### config.mk
export PLATFORM = sky130hd
export DESIGN_NAME = timer8_waveform_output_control
export DESIGN_NICKNAME = d
export VERILOG_FILES = /design/src/verilog/timer8_pkg.sv /design/src/verilog/timer8_waveform_output_control.sv
export SDC_FILE = /design/constraint.sdc
export NUM_CORES = 1
export LEC_CHECK = 0
export BUFFER_PORTS_ARGS = -buffer_cell sky130_fd_sc_hd__clkbuf_2
export CELL_PAD_IN_SITES_DETAIL_PLACEMENT = 2
export CELL_PAD_IN_SITES_GLOBAL_PLACEMENT = 2
export CORE_MARGIN = 1.5
export CORE_UTILIZATION = 39
export DETAILED_ROUTE_END_ITERATION = 7
export GPL_ROUTABILITY_DRIVEN = 0
export PLACE_DENSITY_LB_ADDON = 0.1
export SYNTH_ARGS = -nofsm -noshare
export SYNTH_HDL_FRONTEND = slang
export SYNTH_SLANG_ARGS = --single-unit
### constraint.sdc
create_clock -name mclk -period 5.8 [get_ports mclk]
set_clock_uncertainty 0.1 [all_clocks]
set_input_delay 1.74 -clock mclk [delete_from_list [all_inputs] [get_ports mclk]]
set_output_delay 1.74 -clock mclk [all_outputs]
set_load 0.05 [all_outputs]
### src/verilog/timer8_pkg.sv
// Package with register map, field positions and mode codes of the 8-bit waveform timer.
`default_nettype none
package timer8_pkg;
	localparam logic [2:0] ADDR_CTRL_A = 3'h0;
	localparam logic [2:0] ADDR_CTRL_B = 3'h1;
	localparam logic [2:0] ADDR_COUNT = 3'h2;
	localparam logic [2:0] ADDR_CMP_A = 3'h3;
	localparam logic [2:0] ADDR_CMP_B = 3'h4;
	localparam logic [2:0] ADDR_STATUS = 3'h5;
	localparam logic [2:0] ADDR_MASK = 3'h6;
	localparam logic [2:0] ADDR_DIR = 3'h7;
	localparam int CHA_MODE_HI = 7;
	localparam int CHA_MODE_LO = 6;
	localparam int CHB_MODE_HI = 5;
	localparam int CHB_MODE_LO = 4;
	localparam int CTRL_B_MODE_HIGH_BIT = 3;
	localparam int CTRL_B_TICK_ENABLE = 0;
	localparam logic [7:0] CTRL_A_WRITE_MASK = 8'hf3;
	localparam logic [7:0] CTRL_B_WRITE_MASK = 8'h09;
	localparam logic [7:0] RESET_BYTE = 8'h00;
	localparam logic [7:0] MAX_VALUE = 8'hff;
	localparam logic [7:0] BOTTOM_VALUE = 8'h00;
	localparam int EVT_OVERFLOW = 0;
	localparam int EVT_MATCH_A = 1;
	localparam int EVT_MATCH_B = 2;
	localparam logic [2:0] MODE_NORMAL = 3'h0;
	localparam logic [2:0] MODE_PC_FF = 3'h1;
	localparam logic [2:0] MODE_CLEAR_ON_MATCH = 3'h2;
	localparam logic [2:0] MODE_FAST_FF = 3'h3;
	localparam logic [2:0] MODE_PC_CMP = 3'h5;
	localparam logic [2:0] MODE_FAST_CMP = 3'h7;
	localparam logic [1:0] OUT_OFF = 2'h0;
	localparam logic [1:0] OUT_TOGGLE = 2'h1;
	localparam logic [1:0] OUT_CLEAR = 2'h2;
	localparam logic [1:0] OUT_SET = 2'h3;
endpackage : timer8_pkg
`default_nettype wire

### src/verilog/timer8_waveform_output_control.sv
// 8-bit timer with waveform modes, two compare outputs and register port.
`timescale 1ns/1ps
`default_nettype none
module timer8_waveform_output_control (
	input wire logic mclk,
	input wire logic rst,
	input wire logic [2:0] addr,
	input wire logic [7:0] wdata,
	input wire logic wr,
	input wire logic rd,
	input wire logic timer_tick,
	output logic [7:0] rdata,
	output logic chan_a_compare_pin,
	output logic chan_a_compare_pin_oe_n,
	output logic chan_b_compare_pin,
	output logic chan_b_compare_pin_oe_n,
	output logic irq
);
	logic [7:0] waveform_control_a;
	logic [7:0] waveform_control_b;
	logic [7:0] counter_value;
	logic [7:0] chan_a_compare_value;
	logic [7:0] chan_b_compare_value;
	logic [7:0] cmp_buf_a;
	logic [7:0] cmp_buf_b;
	logic [2:0] status;
	logic [2:0] mask;
	logic [1:0] pin_dir;
	logic count_down;
	logic [1:0] wave_out;
	logic [1:0] match_block;
	logic [2:0] waveform_mode_select;
	logic [7:0] top;
	logic fast_pwm;
	logic phase_pwm;
	logic non_pwm;
	logic tick;
	logic at_top;
	logic at_bottom;
	logic [7:0] next_count;
	logic next_down;
	logic [2:0] events;
	logic [1:0] mode_a;
	logic [1:0] mode_b;

	////////////////////////////////////////////////////////////////////////////
	assign waveform_mode_select = {waveform_control_b[timer8_pkg::CTRL_B_MODE_HIGH_BIT],
		waveform_control_a[1:0]};
	assign mode_a = waveform_control_a[timer8_pkg::CHA_MODE_HI:timer8_pkg::CHA_MODE_LO];
	assign mode_b = waveform_control_a[timer8_pkg::CHB_MODE_HI:timer8_pkg::CHB_MODE_LO];
	assign tick = timer_tick & waveform_control_b[timer8_pkg::CTRL_B_TICK_ENABLE];
	// Reserved modes 4 and 6 fall into none of the classes and leave the counter idle.
	assign fast_pwm = (waveform_mode_select == timer8_pkg::MODE_FAST_FF)
		|| (waveform_mode_select == timer8_pkg::MODE_FAST_CMP);
	assign phase_pwm = (waveform_mode_select == timer8_pkg::MODE_PC_FF)
		|| (waveform_mode_select == timer8_pkg::MODE_PC_CMP);
	assign non_pwm = (waveform_mode_select == timer8_pkg::MODE_NORMAL)
		|| (waveform_mode_select == timer8_pkg::MODE_CLEAR_ON_MATCH);

	always_comb
	begin
		case (waveform_mode_select)
			timer8_pkg::MODE_CLEAR_ON_MATCH, timer8_pkg::MODE_PC_CMP,
			timer8_pkg::MODE_FAST_CMP: top = chan_a_compare_value;
			default: top = timer8_pkg::MAX_VALUE;
		endcase
	end

	assign at_top = (counter_value == top);
	assign at_bottom = (counter_value == timer8_pkg::BOTTOM_VALUE);

	////////////////////////////////////////////////////////////////////////////
	always_comb
	begin
		next_count = counter_value;
		next_down = count_down;
		events = 3'h0;
		if (phase_pwm)
		begin
			// The count holds TOP for one tick; direction flips on the tick that steps down from TOP.
			if (!count_down)
			begin
				if (at_top)
				begin
					next_down = 1'b1;
					next_count = counter_value - 8'h01;
				end
				else
				begin
					next_count = counter_value + 8'h01;
				end
			end
			else if (at_bottom)
			begin
				next_down = 1'b0;
				next_count = counter_value + 8'h01;
				events[timer8_pkg::EVT_OVERFLOW] = 1'b1;
			end
			else
			begin
				next_count = counter_value - 8'h01;
			end
		end
		else if (fast_pwm || non_pwm)
		begin
			next_down = 1'b0;
			if (at_top)
			begin
				next_count = timer8_pkg::BOTTOM_VALUE;
			end
			else
			begin
				next_count = counter_value + 8'h01;
			end
			if (waveform_mode_select == timer8_pkg::MODE_FAST_CMP)
			begin
				events[timer8_pkg::EVT_OVERFLOW] = at_top;
			end
			else
			begin
				events[timer8_pkg::EVT_OVERFLOW] = (counter_value == timer8_pkg::MAX_VALUE);
			end
		end
		events[timer8_pkg::EVT_MATCH_A] = (counter_value == chan_a_compare_value) & ~match_block[0];
		events[timer8_pkg::EVT_MATCH_B] = (counter_value == chan_b_compare_value) & ~match_block[1];
	end

	////////////////////////////////////////////////////////////////////////////
	// Counter, direction and compare-match blocking after a counter write.
	always_ff @(posedge mclk)
	begin
		if (rst)
		begin
			counter_value <= timer8_pkg::RESET_BYTE;
			count_down <= 1'b0;
			match_block <= 2'h0;
		end
		else if (wr && addr == timer8_pkg::ADDR_COUNT)
		begin
			counter_value <= wdata;
			match_block <= 2'h3;
		end
		else if (tick)
		begin
			counter_value <= next_count;
			count_down <= next_down;
			match_block <= 2'h0;
		end
	end

	// Software writes land in a shadow; live values follow per the mode's update point.
	always_ff @(posedge mclk)
	begin
		if (rst)
		begin
			cmp_buf_a <= timer8_pkg::RESET_BYTE;
			cmp_buf_b <= timer8_pkg::RESET_BYTE;
			chan_a_compare_value <= timer8_pkg::RESET_BYTE;
			chan_b_compare_value <= timer8_pkg::RESET_BYTE;
		end
		else
		begin
			if (wr && addr == timer8_pkg::ADDR_CMP_A)
			begin
				cmp_buf_a <= wdata;
			end
			if (wr && addr == timer8_pkg::ADDR_CMP_B)
			begin
				cmp_buf_b <= wdata;
			end
			if (non_pwm || (tick && ((fast_pwm && at_top) || (phase_pwm && at_top && !count_down))))
			begin
				chan_a_compare_value <= cmp_buf_a;
				chan_b_compare_value <= cmp_buf_b;
			end
		end
	end

	////////////////////////////////////////////////////////////////////////////
	// One output unit per channel; channel B treats code 01 in PWM as reserved (level held, pin still driven).
	genvar ch;
	generate
		for (ch = 0; ch < 2; ch = ch + 1)
		begin : g_chan
			logic [1:0] md;
			logic [7:0] cmp;
			logic match;
			logic at_end;
			logic special;
			logic next_out;
			assign md = (ch == 0) ? mode_a : mode_b;
			assign cmp = (ch == 0) ? chan_a_compare_value : chan_b_compare_value;
			assign match = events[(ch == 0) ? timer8_pkg::EVT_MATCH_A : timer8_pkg::EVT_MATCH_B];
			assign special = md[1] && (cmp == top);
			assign at_end = fast_pwm ? (at_top) : (at_top && !count_down);
			always_comb
			begin
				next_out = wave_out[ch];
				if (non_pwm)
				begin
					if (match)
					begin
						case (md)
							timer8_pkg::OUT_TOGGLE: next_out = ~wave_out[ch];
							timer8_pkg::OUT_CLEAR: next_out = 1'b0;
							timer8_pkg::OUT_SET: next_out = 1'b1;
							default: next_out = wave_out[ch];
						endcase
					end
				end
				else if (fast_pwm || phase_pwm)
				begin
					if (md == timer8_pkg::OUT_TOGGLE)
					begin
						if (ch == 0 && waveform_mode_select[2] && match)
						begin
							next_out = ~wave_out[ch];
						end
					end
					else if (md[1] && fast_pwm)
					begin
						// Wrap to BOTTOM restores the idle level; a TOP compare acts there only.
						if (at_top)
						begin
							next_out = ~md[0];
						end
						else if (match && !special)
						begin
							next_out = md[0];
						end
					end
					else if (md[1])
					begin
						if (special)
						begin
							if (at_end)
							begin
								next_out = ~md[0];
							end
						end
						else if (match)
						begin
							next_out = count_down ? ~md[0] : md[0];
						end
					end
				end
			end
			always_ff @(posedge mclk)
			begin
				if (rst)
				begin
					wave_out[ch] <= 1'b0;
				end
				else if (tick)
				begin
					wave_out[ch] <= next_out;
				end
			end
		end
	endgenerate

	// Pins: connected only when the channel's mode code is nonzero and its direction bit is set.
	always_ff @(posedge mclk)
	begin
		if (rst)
		begin
			chan_a_compare_pin <= 1'b0;
			chan_b_compare_pin <= 1'b0;
			chan_a_compare_pin_oe_n <= 1'b1;
			chan_b_compare_pin_oe_n <= 1'b1;
		end
		else
		begin
			chan_a_compare_pin <= wave_out[0];
			chan_b_compare_pin <= wave_out[1];
			chan_a_compare_pin_oe_n <= ~((mode_a != timer8_pkg::OUT_OFF) && pin_dir[0]);
			chan_b_compare_pin_oe_n <= ~((mode_b != timer8_pkg::OUT_OFF) && pin_dir[1]);
		end
	end

	////////////////////////////////////////////////////////////////////////////
	always_ff @(posedge mclk)
	begin
		if (rst)
		begin
			waveform_control_a <= timer8_pkg::RESET_BYTE;
			waveform_control_b <= timer8_pkg::RESET_BYTE;
			mask <= 3'h0;
			pin_dir <= 2'h0;
		end
		else if (wr)
		begin
			case (addr)
				timer8_pkg::ADDR_CTRL_A: waveform_control_a <= wdata & timer8_pkg::CTRL_A_WRITE_MASK;
				timer8_pkg::ADDR_CTRL_B: waveform_control_b <= wdata & timer8_pkg::CTRL_B_WRITE_MASK;
				timer8_pkg::ADDR_MASK: mask <= wdata[2:0];
				timer8_pkg::ADDR_DIR: pin_dir <= wdata[1:0];
				default: mask <= mask;
			endcase
		end
	end

	// Sticky events; a status read clears them, but a same-cycle event survives.
	always_ff @(posedge mclk)
	begin
		if (rst)
		begin
			status <= 3'h0;
		end
		else
		begin
			status <= ((rd && addr == timer8_pkg::ADDR_STATUS) ? 3'h0 : status)
				| (tick ? events : 3'h0);
		end
	end

	always_ff @(posedge mclk)
	begin
		if (rst)
		begin
			irq <= 1'b0;
			rdata <= 8'h00;
		end
		else
		begin
			irq <= |(status & mask);
			if (rd)
			begin
				case (addr)
					timer8_pkg::ADDR_CTRL_A: rdata <= waveform_control_a;
					timer8_pkg::ADDR_CTRL_B: rdata <= waveform_control_b;
					timer8_pkg::ADDR_COUNT: rdata <= counter_value;
					timer8_pkg::ADDR_CMP_A: rdata <= cmp_buf_a;
					timer8_pkg::ADDR_CMP_B: rdata <= cmp_buf_b;
					timer8_pkg::ADDR_STATUS: rdata <= {5'h00, status};
					timer8_pkg::ADDR_MASK: rdata <= {5'h00, mask};
					default: rdata <= {6'h00, pin_dir};
				endcase
			end
			else
			begin
				rdata <= 8'h00;
			end
		end
	end
endmodule : timer8_waveform_output_control
`default_nettype wire

* Yosys cells after proc, flatten, opt, wreduce, memory -nomap -nowiden *
Index checks and enable logic that the tools add are counted.

word-level totals
  bits in read-only memories = 0
  register bits = 74
  memories kept = 0
  bits in writable memories = 0
  latch bits = 0

cells by class
  equality and inequality tests = 34
  bitwise gates (word level) = 15
  shift operators = 0
  div/mod/pow operators = 0
  multipliers = 0
  mux-type cells = 52
  order comparisons = 0
  add/subtract/negate cells = 2
  reductions and logical operators = 52

operators by type and width
  kind                                                   count
  two-way mux 8 bit                                      9
  one-hot mux 8 bit (7 select lines)                     1
  == test 8 bit                                          5
  two-way mux 1 bit                                      36
  == test 3 bit, second input constant                   6
  logical AND 1 bit                                      18
  AND reduction 9 bit                                    2
  == test 3 x 2 -> 1 bit, second input constant          4
  inverter 1 bit                                         10
  AND reduction 2 bit                                    5
  nonzero test 2 bit                                     5
  nonzero test 3 bit                                     3
  adder 8 x 1 -> 8 bit, second input constant            1
  == test 2 bit, second input constant                   4
  == test 8 bit, second input constant                   1
  logical NOT 8 bit                                      1
  inequality test 4 x 1 -> 1 bit, second input constant  2
  inequality test 4 x 3 -> 1 bit, second input constant  2
  nonzero test 4 bit                                     2
  subtractor 8 x 1 -> 8 bit, second input constant       1
  logical OR 1 bit                                       7
  == test 3 x 1 -> 1 bit, second input constant          2
  logical NOT 3 bit                                      2
  two-way mux 3 bit                                      2
  other kinds (15)                                       24

* Depth between registers and ports, before layout *
Gate-level depths: netlist of the first run.

  word-level depth = 13
  depth in mapped cells = 11
  depth with buffers taken out = 8

* Least setup slack after synthesis of the first run *
OpenSTA, ideal clock, no wires.

  path kind = input-to-reg
  from = in addr[1]
  to = reg waveform_control_a[5]
  arrival time = 2.994 ns
  setup slack = 2.579 ns
  stages = 6
  setup time = 0.128 ns
  buffers on the path = 2
  path through = clkbuf_1 nor2_1 and2_1 clkbuf_1 mux2i_1 nor2_1

between the ends
  longest elaborated chain between the ends = 2

RTL lines
  item                           RTL line                               source
  start: declaration             timer8_waveform_output_control.sv:7    input wire logic [2:0] addr,
  logical NOT 3 bit              timer8_waveform_output_control.sv:293  case (addr)
  AND reduction 2 bit (no line)  -
  end signal: assignment         timer8_waveform_output_control.sv:286  waveform_control_a <= timer8_pkg::RESET_BYTE;
  end signal: assignment         timer8_waveform_output_control.sv:294  timer8_pkg::ADDR_CTRL_A: waveform_control_a <= wdata & timer8_pkg::CTRL_A_WRITE_MASK;
  end: declaration               timer8_waveform_output_control.sv:19   logic [7:0] waveform_control_a;

No other way between the ends.
A chain may end at the register's enable or synchronous reset.

* Worst setup path in the final report of the first run *
  from = reg waveform_control_a[0]
  to = reg counter_value[3]

between the ends
  longest elaborated chain between the ends = 9
  elaborated cells between the ends (all ways) = 22
  classes of those cells = 6 x eq/ne; 8 x mux; 8 x reduce/logical

RTL lines
  item                                         RTL line                                                                     source
  == test 3 bit, or another cell as far along  timer8_waveform_output_control.sv:54, timer8_waveform_output_control.sv:62
  OR reduction 3 bit                           timer8_waveform_output_control.sv:62                                         case (waveform_mode_select)
  two-way mux 8 bit                            timer8_waveform_output_control.sv:62
  == test 8 bit                                timer8_waveform_output_control.sv:69                                         assign at_top = (counter_value == top);
  two-way mux 8 bit, on equally long branches  timer8_waveform_output_control.sv:107, timer8_waveform_output_control.sv:83
  two-way mux 8 bit, on equally long branches  timer8_waveform_output_control.sv:104, timer8_waveform_output_control.sv:81
  two-way mux 8 bit                            timer8_waveform_output_control.sv:78                                         if (phase_pwm)
  two-way mux 8 bit                            timer8_waveform_output_control.sv:143                                        else if (tick)
  two-way mux 8 bit                            timer8_waveform_output_control.sv:138                                        else if (wr && addr == timer8_pkg::ADDR_COUNT)
  end signal: assignment                       timer8_waveform_output_control.sv:134                                        counter_value <= timer8_pkg::RESET_BYTE;
  end signal: assignment                       timer8_waveform_output_control.sv:140                                        counter_value <= wdata;
  end signal: assignment                       timer8_waveform_output_control.sv:145                                        counter_value <= next_count;
  end: declaration                             timer8_waveform_output_control.sv:21                                         logic [7:0] counter_value;

Parallel ways exist; a longest one is shown, timed or not. The select of a mux whose other input is x is not followed.

==> run_results.csv, run 1 <==
group,metric,value,unit
run_status,status,"finished clean",
critical_path,cpMaxStageDelayCell,"a21oi_1",
detailed_routing,route.met3.wl,525,um
clocking,htree_levels,3,
timing,tightest_slew,1140,ps
global_routing,grt_pass1_wl,25980,um
clocking,cts_root_buf,"clkbuf_8",
critical_path,slowest_delay,900,ps
timing,fin_ws,2042,ps
finish,diodes,0,
hold_path,hold_depth,1,
critical_path,cp-end-kind,"flop",
finish,nNetsFinal,575,
timing,fmax,266.1,MHz
critical_path,path_max_fanout,14,
clocking,cts_resized,0,
clocking,clock_sinks,73,
hold_path,hp-class,"reg -> reg",
detailed_routing,wirelength,16690,um
placed_design,dpl.hpwl,12210,um
floorplanning,num_rows,38,
critical_path,critPathTopFamily,"compound AO/OA/AOI/OAI gates",
detailed_routing,met1_length,7434,um
logic_synthesis,async_flop_share,0,
logic_synthesis,syn_area,4320,um2
floorplanning,chipHeight,108.3,um
global_routing,grt_max_degree,41,
logic_synthesis,synth_top_cell_area_share,0.3383,
hold_path,min_from,"pin_dir[1]$_SDFFE_PP0P_",
clocking,cts_hold_buffers,0,
clocking,clk_path_buf_depth,2,
floorplanning,die-area,11720,um2
finish,syn_to_final_growth,9.151,%
timing,rsz0062_at_grt,"false",
global_routing,antenna_found_initial,0,
flow_run,drv_cap,0,
detailed_routing,routed.top_layer,"met4",
power_and_ir_drop,power_density,249.3,nW/um2
finish,nFillCells,1256,
hold_path,min_to,"chan_b_compare_pin_oe_n$_SDFF_PP1_",
logic_synthesis,synth_cells,557,
timing,fin_crit_sh,0.6479,
logic_synthesis,yosysUniqueCellTypes,73,
detailed_routing,drt_first_pass_iters,4,
critical_path,r2r_slack,2040,ps
floorplanning,core-area,10840,um2
timing,setup_viol,0,
floorplanning,io-pin-count,29,
detailed_routing,ant_nets,0,
critical_path,critPathRequiredTime,5920,ps
detailed_routing,num_vias,4259,
logic_synthesis,seq_area_frac_synth,0.3383,
detailed_routing,met2WireLength,8176,um
logic_synthesis,syn_nets,576,
clocking,cts.clk_slew.worst_paths,80,ps
timing,final-hold-violation-count,0,
timing,slew_headroom,0.2403,
clocking,post_cts_buffers,0,
logic_synthesis,synth_edf_count,0,
critical_path,crit_start,"waveform_control_a[0]$_SDFFE_PP0P_",
floorplanning,die_x,108.3,um
detailed_routing,wl_per_cell,23.81,um
timing,drv_slew,0,
logic_synthesis,syn_area_per_cell,7.757,um2
detailed_routing,drcViolationCount,0,
placed_design,place_ws,2164,ps
power_and_ir_drop,peakVddDrop,0.1299,mV
clocking,numCtsBuffers,9,
critical_path,r2r_cells,8,
critical_path,rr_startpoint,"waveform_control_a[0]$_SDFFE_PP0P_",
critical_path,cp.buffers_inverters,0,
timing,finalCriticalPeriod,3758,ps
logic_synthesis,synth_top_area_cell,"dfxtp_1",
global_routing,overflow,0,
critical_path,reg2reg_to,"counter_value[3]$_SDFFE_PP0P_",
clocking,insertion_delay,370,ps
floorplanning,initial_core_util,0.3985,
timing,whs,366.9,ps
finish,drive_gt1_frac,0.1105,
detailed_routing,drtIter0Drc,237,
critical_path,path_class,"reg -> reg",
global_routing,track_usage,0.3006,
logic_synthesis,synth.area.top_cells,"dfxtp_1 34%, mux2i_1 6.5%, nand2_1 6.0%, nor2_1 6.0%, a21oi_1 5.6%",
logic_synthesis,ys_ff_latch,73,
critical_path,path_cells,"nor2_4 > a21oi_1 > nor3_1 > o21a_1 > a21oi_1 > a2111oi_0 > a2111oi_0 > nor3_1",
critical_path,start_kind,"flop",
power_and_ir_drop,p_leak,1.694,nW
critical_path,arrival,3880,ps
placed_design,port_buffers,28,
logic_synthesis,synth_ff_type,"dfxtp_1",
global_routing,grt_pass1_vias,4583,
detailed_routing,viasPerCell,6.076,
power_and_ir_drop,p_total,1.176,mW
clocking,cts_tree,"built",
timing,finalSetupTns,0,ps
logic_synthesis,synth_warnings,0,
## cell families after synthesis
kind of cell,Yosys count,synth area share
AOI/OAI and AO/OA,152,0.2447
xor gates and xnor gates,18,0.03649
adders and majority gates,3,0.008689
buffers and inverters,57,0.05358
DFF,73,0.3383
muxes,32,0.07530
and+or+nand+nor,222,0.2430
## sequential cells by signal, indices dropped and copies added (netlist names), 2 cells and up
register / count
waveform_control_a: 6
waveform_control_b: 2
counter_value: 8
wave_out: 2
mask: 3
chan_a_compare_value: 8
pin_dir: 2
status: 3
chan_b_compare_value: 8
cmp_buf_b: 8
rdata: 8
cmp_buf_a: 8
## worst register-to-register path, cell delays in order (launching register included)
cell and delay [ps]:
dfxtp_1 730, nor2_4 190, a21oi_1 520, nor3_1 170
o21a_1 230, a21oi_1 900, a2111oi_0 210, a2111oi_0 460
nor3_1 90
## synthesized netlist by cell type (5+ instances only)
cell and number:
dfxtp_1 73, nand2_1 69, nor2_1 69, a21oi_1 48, clkbuf_1 32, mux2i_1 28, o21ai_0 21, inv_1 16
nor2b_1 14, nand3_1 13, nor3_1 13, xnor2_1 11, a211oi_1 8, nand2b_1 8, a2111oi_0 7, a22oi_1 7
a31oi_1 7, xor2_1 7, and3_1 6, nand4_1 6, o31ai_1 5
## per-layer routing
layer,vias up,track usage
met2,74,0.5068
met3,29,0.03978
met4,0,0.1391
li1,1987,-
met1,2169,0.3800
met5,-,0
## stage by stage
| stage | utilization | instance area [um2] | instances |
|---|---|---|---|
| after floorplan | - | 4320 | 557 |
| after detailed placement | 0.4125 | 4472 | 685 |
| final | 0.4350 | 4716 | 701 |
| after global placement | 0.4125 | 4472 | 685 |
| after global routing | 0.4350 | 4716 | 701 |
| after CTS | 0.4350 | 4716 | 701 |
## how the worst max path moves through the flow
stage,depth (start not counted),slack [ps],to
final,8,2040,counter_value[3]$_SDFFE_PP0P_
after global routing,8,1860,counter_value[3]$_SDFFE_PP0P_
after CTS,8,2160,counter_value[3]$_SDFFE_PP0P_
after detailed placement,8,2160,counter_value[3]$_SDFFE_PP0P_
after global placement,8,2240,counter_value[3]$_SDFFE_PP0P_
after floorplan,6,2580,waveform_control_a[5]$_SDFFE_PP0P_
## where the power goes
group	switching (mW)	total, mW	internal (mW)	leakage (nW)
clock network	0.212	0.509	0.297	0.120
registers	0.0239	0.534	0.510	0.590
logic	0.0899	0.133	0.0428	0.984
## layout make-up
cell class	instances	area, um2	area share
clock inverters	5	102.6	0.02176
inverters	16	60.06	0.01274
repair buffers	29	147.6	0.03131
flip-flops and latches	73	1461	0.3099
well taps	140	175.2	0.03715
clock buffers	11	141.4	0.02998
multi-input cells	427	2628	0.5572
## cell usage in the layout, fill, tap and decap left out, drive strengths merged, types with 11 or more instances in the layout
| cell type | n |
|---|---|
| dfxtp | 73 |
| nor3 | 13 |
| nor2b | 14 |
| o21ai | 26 |
| nor2 | 71 |
| nand3 | 13 |
| inv | 16 |
| mux2i | 28 |
| clkbuf | 39 |
| xnor2 | 11 |
| nand2 | 69 |
| a21oi | 50 |
Power figures use the tool's default switching activity.
==> inputs of run 2 (changes only) <==
--- a/config.mk
+++ b/config.mk
@@ -9,7 +9,7 @@
 export CELL_PAD_IN_SITES_DETAIL_PLACEMENT = 2
 export CELL_PAD_IN_SITES_GLOBAL_PLACEMENT = 2
 export CORE_MARGIN = 1.5
-export CORE_UTILIZATION = 39
+export CORE_UTILIZATION = 33
 export DETAILED_ROUTE_END_ITERATION = 7
 export GPL_ROUTABILITY_DRIVEN = 0
 export PLACE_DENSITY_LB_ADDON = 0.1
==> constraint.sdc (replaced) <==
create_clock -name mclk -period 3.02 [get_ports mclk]
set_clock_uncertainty 0.1 [all_clocks]
set_input_delay 0.906 -clock mclk [delete_from_list [all_inputs] [get_ports mclk]]
set_output_delay 0.906 -clock mclk [all_outputs]
set_load 0.05 [all_outputs]
==> run_results.csv, run 2 (synthesis gave the netlist of run 1 again) <==
group,metric,value,unit
hold_path,hold_depth,1,
floorplanning,initial_core_util,0.3396,
clocking,clock_sinks,73,
floorplanning,chipHeight,117.4,um
critical_path,r2r_slack,80,ps
detailed_routing,wl_per_cell,22.99,um
timing,final-hold-violation-count,0,
finish,syn_to_final_growth,19.08,%
clocking,post_cts_buffers,0,
timing,setup_viol,0,
power_and_ir_drop,peakVddDrop,0.3867,mV
critical_path,start_kind,"flop",
critical_path,path_class,"reg -> reg",
timing,fmax,340.6,MHz
power_and_ir_drop,p_leak,1.916,nW
run_status,status,"finished clean",
clocking,numCtsBuffers,9,
global_routing,grt_max_degree,33,
timing,tightest_slew,675.8,ps
detailed_routing,drtIter0Drc,176,
clocking,htree_levels,3,
finish,final_common_cell,"dfxtp_1",
critical_path,cp-end-kind,"flop",
detailed_routing,ant_nets,0,
placed_design,port_buffers,28,
hold_path,min_to,"chan_b_compare_pin_oe_n$_SDFF_PP1_",
critical_path,rr_startpoint,"waveform_control_a[0]$_SDFFE_PP0P_",
finish,mostFrequentLayoutCells,"73 x dfxtp_1, 69 x nor2_1, 68 x nand2_1, 48 x a21oi_1, 37 x buf_4",
detailed_routing,viasPerCell,5.725,
clocking,cts_tree,"built",
floorplanning,io-pin-count,29,
clocking,cts_root_buf,"clkbuf_16",
hold_path,min_from,"pin_dir[1]$_SDFFE_PP0P_",
finish,seq_area,1461,um2
clocking,clk_path_buf_depth,2,
global_routing,track_usage,0.2661,
detailed_routing,num_vias,4408,
power_and_ir_drop,power_density,487.2,nW/um2
timing,whs,371.7,ps
critical_path,arrival,3070,ps
floorplanning,core-area,12720,um2
finish,nFillCells,1529,
finish,diodes,0,
critical_path,path_max_fanout,13,
clocking,insertion_delay,350,ps
critical_path,slowest_delay,410,ps
critical_path,r2r_cells,10,
flow_run,drv_cap,0,
detailed_routing,wirelength,17700,um
floorplanning,die_x,117.4,um
critical_path,crit_start,"waveform_control_a[0]$_SDFFE_PP0P_",
finish,multi_input_area,2651,um2
placed_design,dpl.hpwl,13480,um
critical_path,reg2reg_to,"wave_out[0]$_SDFFE_PP0P_",
global_routing,antenna_found_initial,0,
critical_path,cpMaxStageDelayCell,"nor3_1",
timing,rsz0062_at_grt,"true",
timing,finalCriticalPeriod,2936,ps
clocking,cts.clk_slew.worst_paths,60,ps
global_routing,grt_pass1_wl,27970,um
detailed_routing,drt_first_pass_iters,4,
detailed_routing,drcViolationCount,0,
timing,fin_crit_sh,0.9722,
timing,drv_slew,0,
critical_path,critPathTopFamily,"compound AO/OA/AOI/OAI gates",
hold_path,hp-class,"reg -> reg",
critical_path,path_cells,"buf_4 > and2_1 > a21oi_1 > buf_4 > nor3_1 > o21a_1 > a21oi_1 > a31o_2 > a2111oi_4 > mux2_1",
critical_path,critPathRequiredTime,3150,ps
finish,nNetsFinal,612,
finish,drive_gt1_frac,0.1722,
floorplanning,num_rows,41,
critical_path,cp.buffers_inverters,2,
finish,design_area,5145,um2
global_routing,overflow,0,
timing,slew_headroom,0.5465,
global_routing,grt_pass1_vias,4688,
clocking,cts_hold_buffers,0,
placed_design,placed_cell_area,4802,um2
finish,utilization,0.4044,
floorplanning,die-area,13790,um2
## run 2: worst max-delay path by stage
stage	endpoint	slack (ps)	cells past startpoint
2_1_floorplan	wave_out[0]$_SDFFE_PP0P_	240	10
3_3_place_gp	wave_out[0]$_SDFFE_PP0P_	170	9
3_5_place_dp	wave_out[0]$_SDFFE_PP0P_	100	9
4_1_cts	wave_out[1]$_SDFFE_PP0P_	80	10
5_1_grt	counter_value[3]$_SDFFE_PP0P_	-30	8
6_report	wave_out[0]$_SDFFE_PP0P_	80	10
## run 2: per-stage QoR
stage / worst slack (ps) / setup TNS (ps) / instances / power [mW]
2_1_floorplan: 237.4 / 0 / 557 / 1.201
3_3_place_gp: 167.9 / 0 / 754 / 1.325
3_5_place_dp: 99.35 / 0 / 754 / 1.335
4_1_cts: 77.28 / 0 / 770 / 2.533
5_1_grt: -32.43 / -53.43 / 770 / 2.596
6_report: 83.93 / 0 / 770 / 2.507
## run 2: power by group
group	internal (mW)	total, mW	switching [mW]
Clock	0.727	1.19	0.461
Combinational	0.107	0.307	0.199
Sequential	0.982	1.01	0.0300
Total	1.82	2.51	0.691
## run 2: cell type report
class                           count  area share
Clock buffer                       10     0.04450
Inverter                           16     0.01167
Sequential cell                    73      0.2840
Tap cell                          172     0.04183
Clock inverter                      6     0.01751
Timing Repair Buffer               66     0.08512
Multi-Input combinational cell    427      0.5153
## run 2: per-layer routing
metal  share of wire  GRT usage  vias to the layer above
li1                -          -                     2057
met1            0.45     0.3380                     2271
met2            0.49     0.4540                       62
met3           0.039    0.05253                       18
met4           0.018    0.08102                        0
met5               0          0                        -
## run 2: worst register-to-register path, stage by stage (launching register included)
cell       delay (ps)
dfxtp_1           330
buf_4             230
and2_1            210
a21oi_1            60
buf_4             170
nor3_1            410
o21a_1            200
a21oi_1           120
a31o_2            300
a2111oi_4         350
mux2_1            340
## run 2: what timing repair did
action / CTS / global route
endpoints found under the setup margin: 0 / 4
resized for setup: 0 / 6
hold endpoints to repair: 0 / 0
==> inputs of run 3 (changes only) <==
--- a/config.mk
+++ b/config.mk
@@ -13,6 +13,7 @@
 export DETAILED_ROUTE_END_ITERATION = 7
 export GPL_ROUTABILITY_DRIVEN = 0
 export PLACE_DENSITY_LB_ADDON = 0.1
+export REMOVE_ABC_BUFFERS = 1
 export SYNTH_ARGS = -nofsm -noshare
 export SYNTH_HDL_FRONTEND = slang
 export SYNTH_SLANG_ARGS = --single-unit
==> run_results.csv, run 3 (synthesis gave the netlist of run 1 again) <==
group,metric,value,unit
detailed_routing,num_vias,4427,
detailed_routing,ant_nets,0,
global_routing,grt_pass1_wl,28060,um
critical_path,path_max_fanout,13,
clocking,clk_path_buf_depth,2,
critical_path,cpMaxStageDelayCell,"a2111oi_4",
finish,syn_to_final_growth,18.74,%
floorplanning,chipHeight,117.4,um
critical_path,r2r_slack,170,ps
clocking,clock_sinks,73,
floorplanning,num_rows,41,
power_and_ir_drop,peakVddDrop,0.4223,mV
finish,diodes,0,
timing,final-hold-violation-count,0,
global_routing,grt_max_degree,27,
timing,setup_viol,0,
timing,finalCriticalPeriod,2853,ps
clocking,numCtsBuffers,9,
flow_run,drv_cap,0,
floorplanning,die-area,13790,um2
placed_design,placed_cell_area,4795,um2
global_routing,antenna_found_initial,0,
critical_path,r2r_cells,10,
power_and_ir_drop,p_seq_frac,0.403,
critical_path,start_kind,"flop",
detailed_routing,drt_first_pass_iters,4,
critical_path,arrival,2990,ps
critical_path,path_class,"reg -> reg",
timing,slew_headroom,0.6084,
hold_path,min_from,"cmp_buf_a[4]$_SDFFE_PP0P_",
power_and_ir_drop,power_density,488.4,nW/um2
critical_path,path_cells,"buf_4 > and2_1 > a21oi_1 > buf_4 > nor3_1 > o21a_1 > a21oi_1 > a31o_2 > a2111oi_4 > mux2_1",
floorplanning,die_x,117.4,um
detailed_routing,drcViolationCount,0,
timing,finalSetupTns,0,ps
clocking,insertion_delay,340,ps
detailed_routing,drtIter0Drc,187,
timing,rsz0062_at_grt,"false",
finish,design_area,5130,um2
timing,fmax,350.4,MHz
power_and_ir_drop,p_comb_frac,0.123,
critical_path,cp-end-kind,"flop",
power_and_ir_drop,clkPwrFrac,0.474,
clocking,cts_root_buf,"clkbuf_16",
power_and_ir_drop,power.share.switching,0.2683,
critical_path,critPathRequiredTime,3150,ps
global_routing,overflow,0,
finish,final_common_cell,"dfxtp_1",
critical_path,rr_startpoint,"waveform_control_a[0]$_SDFFE_PP0P_",
detailed_routing,viasPerCell,5.764,
hold_path,min_to,"cmp_buf_a[4]$_SDFFE_PP0P_",
timing,drv_slew,0,
global_routing,track_usage,0.2656,
hold_path,hold_depth,2,
detailed_routing,wl_per_cell,23.15,um
timing,fin_crit_sh,0.9449,
timing,tightest_slew,587.4,ps
clocking,cts.clk_slew.worst_paths,60,ps
power_and_ir_drop,p_switching,0.6721,mW
clocking,cts_tree,"built",
placed_design,dpl.hpwl,13680,um
run_status,status,"finished clean",
floorplanning,io-pin-count,29,
power_and_ir_drop,p_leak,1.912,nW
critical_path,slowest_delay,360,ps
finish,nNetsFinal,611,
timing,whs,385.7,ps
hold_path,hp-class,"reg -> reg",
clocking,htree_levels,3,
placed_design,port_buffers,28,
critical_path,reg2reg_to,"wave_out[0]$_SDFFE_PP0P_",
floorplanning,initial_core_util,0.3396,
finish,drive_gt1_frac,0.1695,
finish,utilization,0.4032,
global_routing,grt_pass1_vias,4688,
power_and_ir_drop,p_int,1.833,mW
clocking,cts_hold_buffers,0,
floorplanning,core-area,12720,um2
finish,mostFrequentLayoutCells,"73 x dfxtp_1, 69 x nor2_1, 68 x nand2_1, 48 x a21oi_1, 36 x buf_4",
detailed_routing,wirelength,17780,um
## run 3: metrics by stage
stage | worst slack, ps | power (mW) | instances
3_3_place_gp | 131.9 | 1.322 | 753
4_1_cts | 60.59 | 2.519 | 768
6_report | 166.5 | 2.505 | 768
3_5_place_dp | 18.42 | 1.335 | 753
2_1_floorplan | 26.58 | 1.174 | 516
5_1_grt | 31.84 | 2.581 | 768
## run 3: area by class of cell
cell class | instances | area, um2
fillers | 1496 | 7592
multi-input cells | 427 | 2644
flip-flops and latches | 73 | 1461
repair buffers | 65 | 430.4
clock buffers | 11 | 242.7
well taps | 172 | 215.2
clock inverters | 4 | 76.32
inverters | 16 | 60.06
## run 3: per-layer routing
layer | up-vias | GRT usage | share of wire
met4 | 0 | 0.08179 | 0.022
met2 | 104 | 0.4423 | 0.48
met1 | 2246 | 0.3542 | 0.46
met3 | 27 | 0.03891 | 0.039
li1 | 2050 | - | -
met5 | - | 0 | 0
## run 3: power groups by stage
| stage | clock network, mW | logic, mW | registers (mW) |
|---|---|---|---|
| 2_1_floorplan | 0 | 0.142 | 1.03 |
| 3_3_place_gp | 0 | 0.292 | 1.03 |
| 3_5_place_dp | 0 | 0.304 | 1.03 |
| 4_1_cts | 1.20 | 0.307 | 1.01 |
| 5_1_grt | 1.24 | 0.334 | 1.01 |
| 6_report | 1.19 | 0.308 | 1.01 |
## run 3: timing repair
action	in CTS	in global routing
endpoints found under the hold margin	0	0
buffers inserted	0	0
setup endpoints to repair	1	3
gates resized for setup	1	4
## run 3: worst max-delay path, delay by kind of cell, from the launching register on
family          cells  cell delay, ps
compound gates      5            1000
simple gates        2             540
buf+inv             2             400
mux                 1             350
flops               1             340
## run 3: worst max-delay path by stage
| stage | from | to | slack (ps) |
|---|---|---|---|
| 5_1_grt | waveform_control_a[0]$_SDFFE_PP0P_ | wave_out[1]$_SDFFE_PP0P_ | 30 |
| 2_1_floorplan | waveform_control_a[0]$_SDFFE_PP0P_ | wave_out[0]$_SDFFE_PP0P_ | 30 |
| 3_5_place_dp | waveform_control_a[1]$_SDFFE_PP0P_ | wave_out[0]$_SDFFE_PP0P_ | 20 |
| 4_1_cts | waveform_control_a[1]$_SDFFE_PP0P_ | wave_out[0]$_SDFFE_PP0P_ | 60 |
| 3_3_place_gp | waveform_control_a[0]$_SDFFE_PP0P_ | wave_out[0]$_SDFFE_PP0P_ | 130 |
| 6_report | waveform_control_a[0]$_SDFFE_PP0P_ | wave_out[0]$_SDFFE_PP0P_ | 170 |
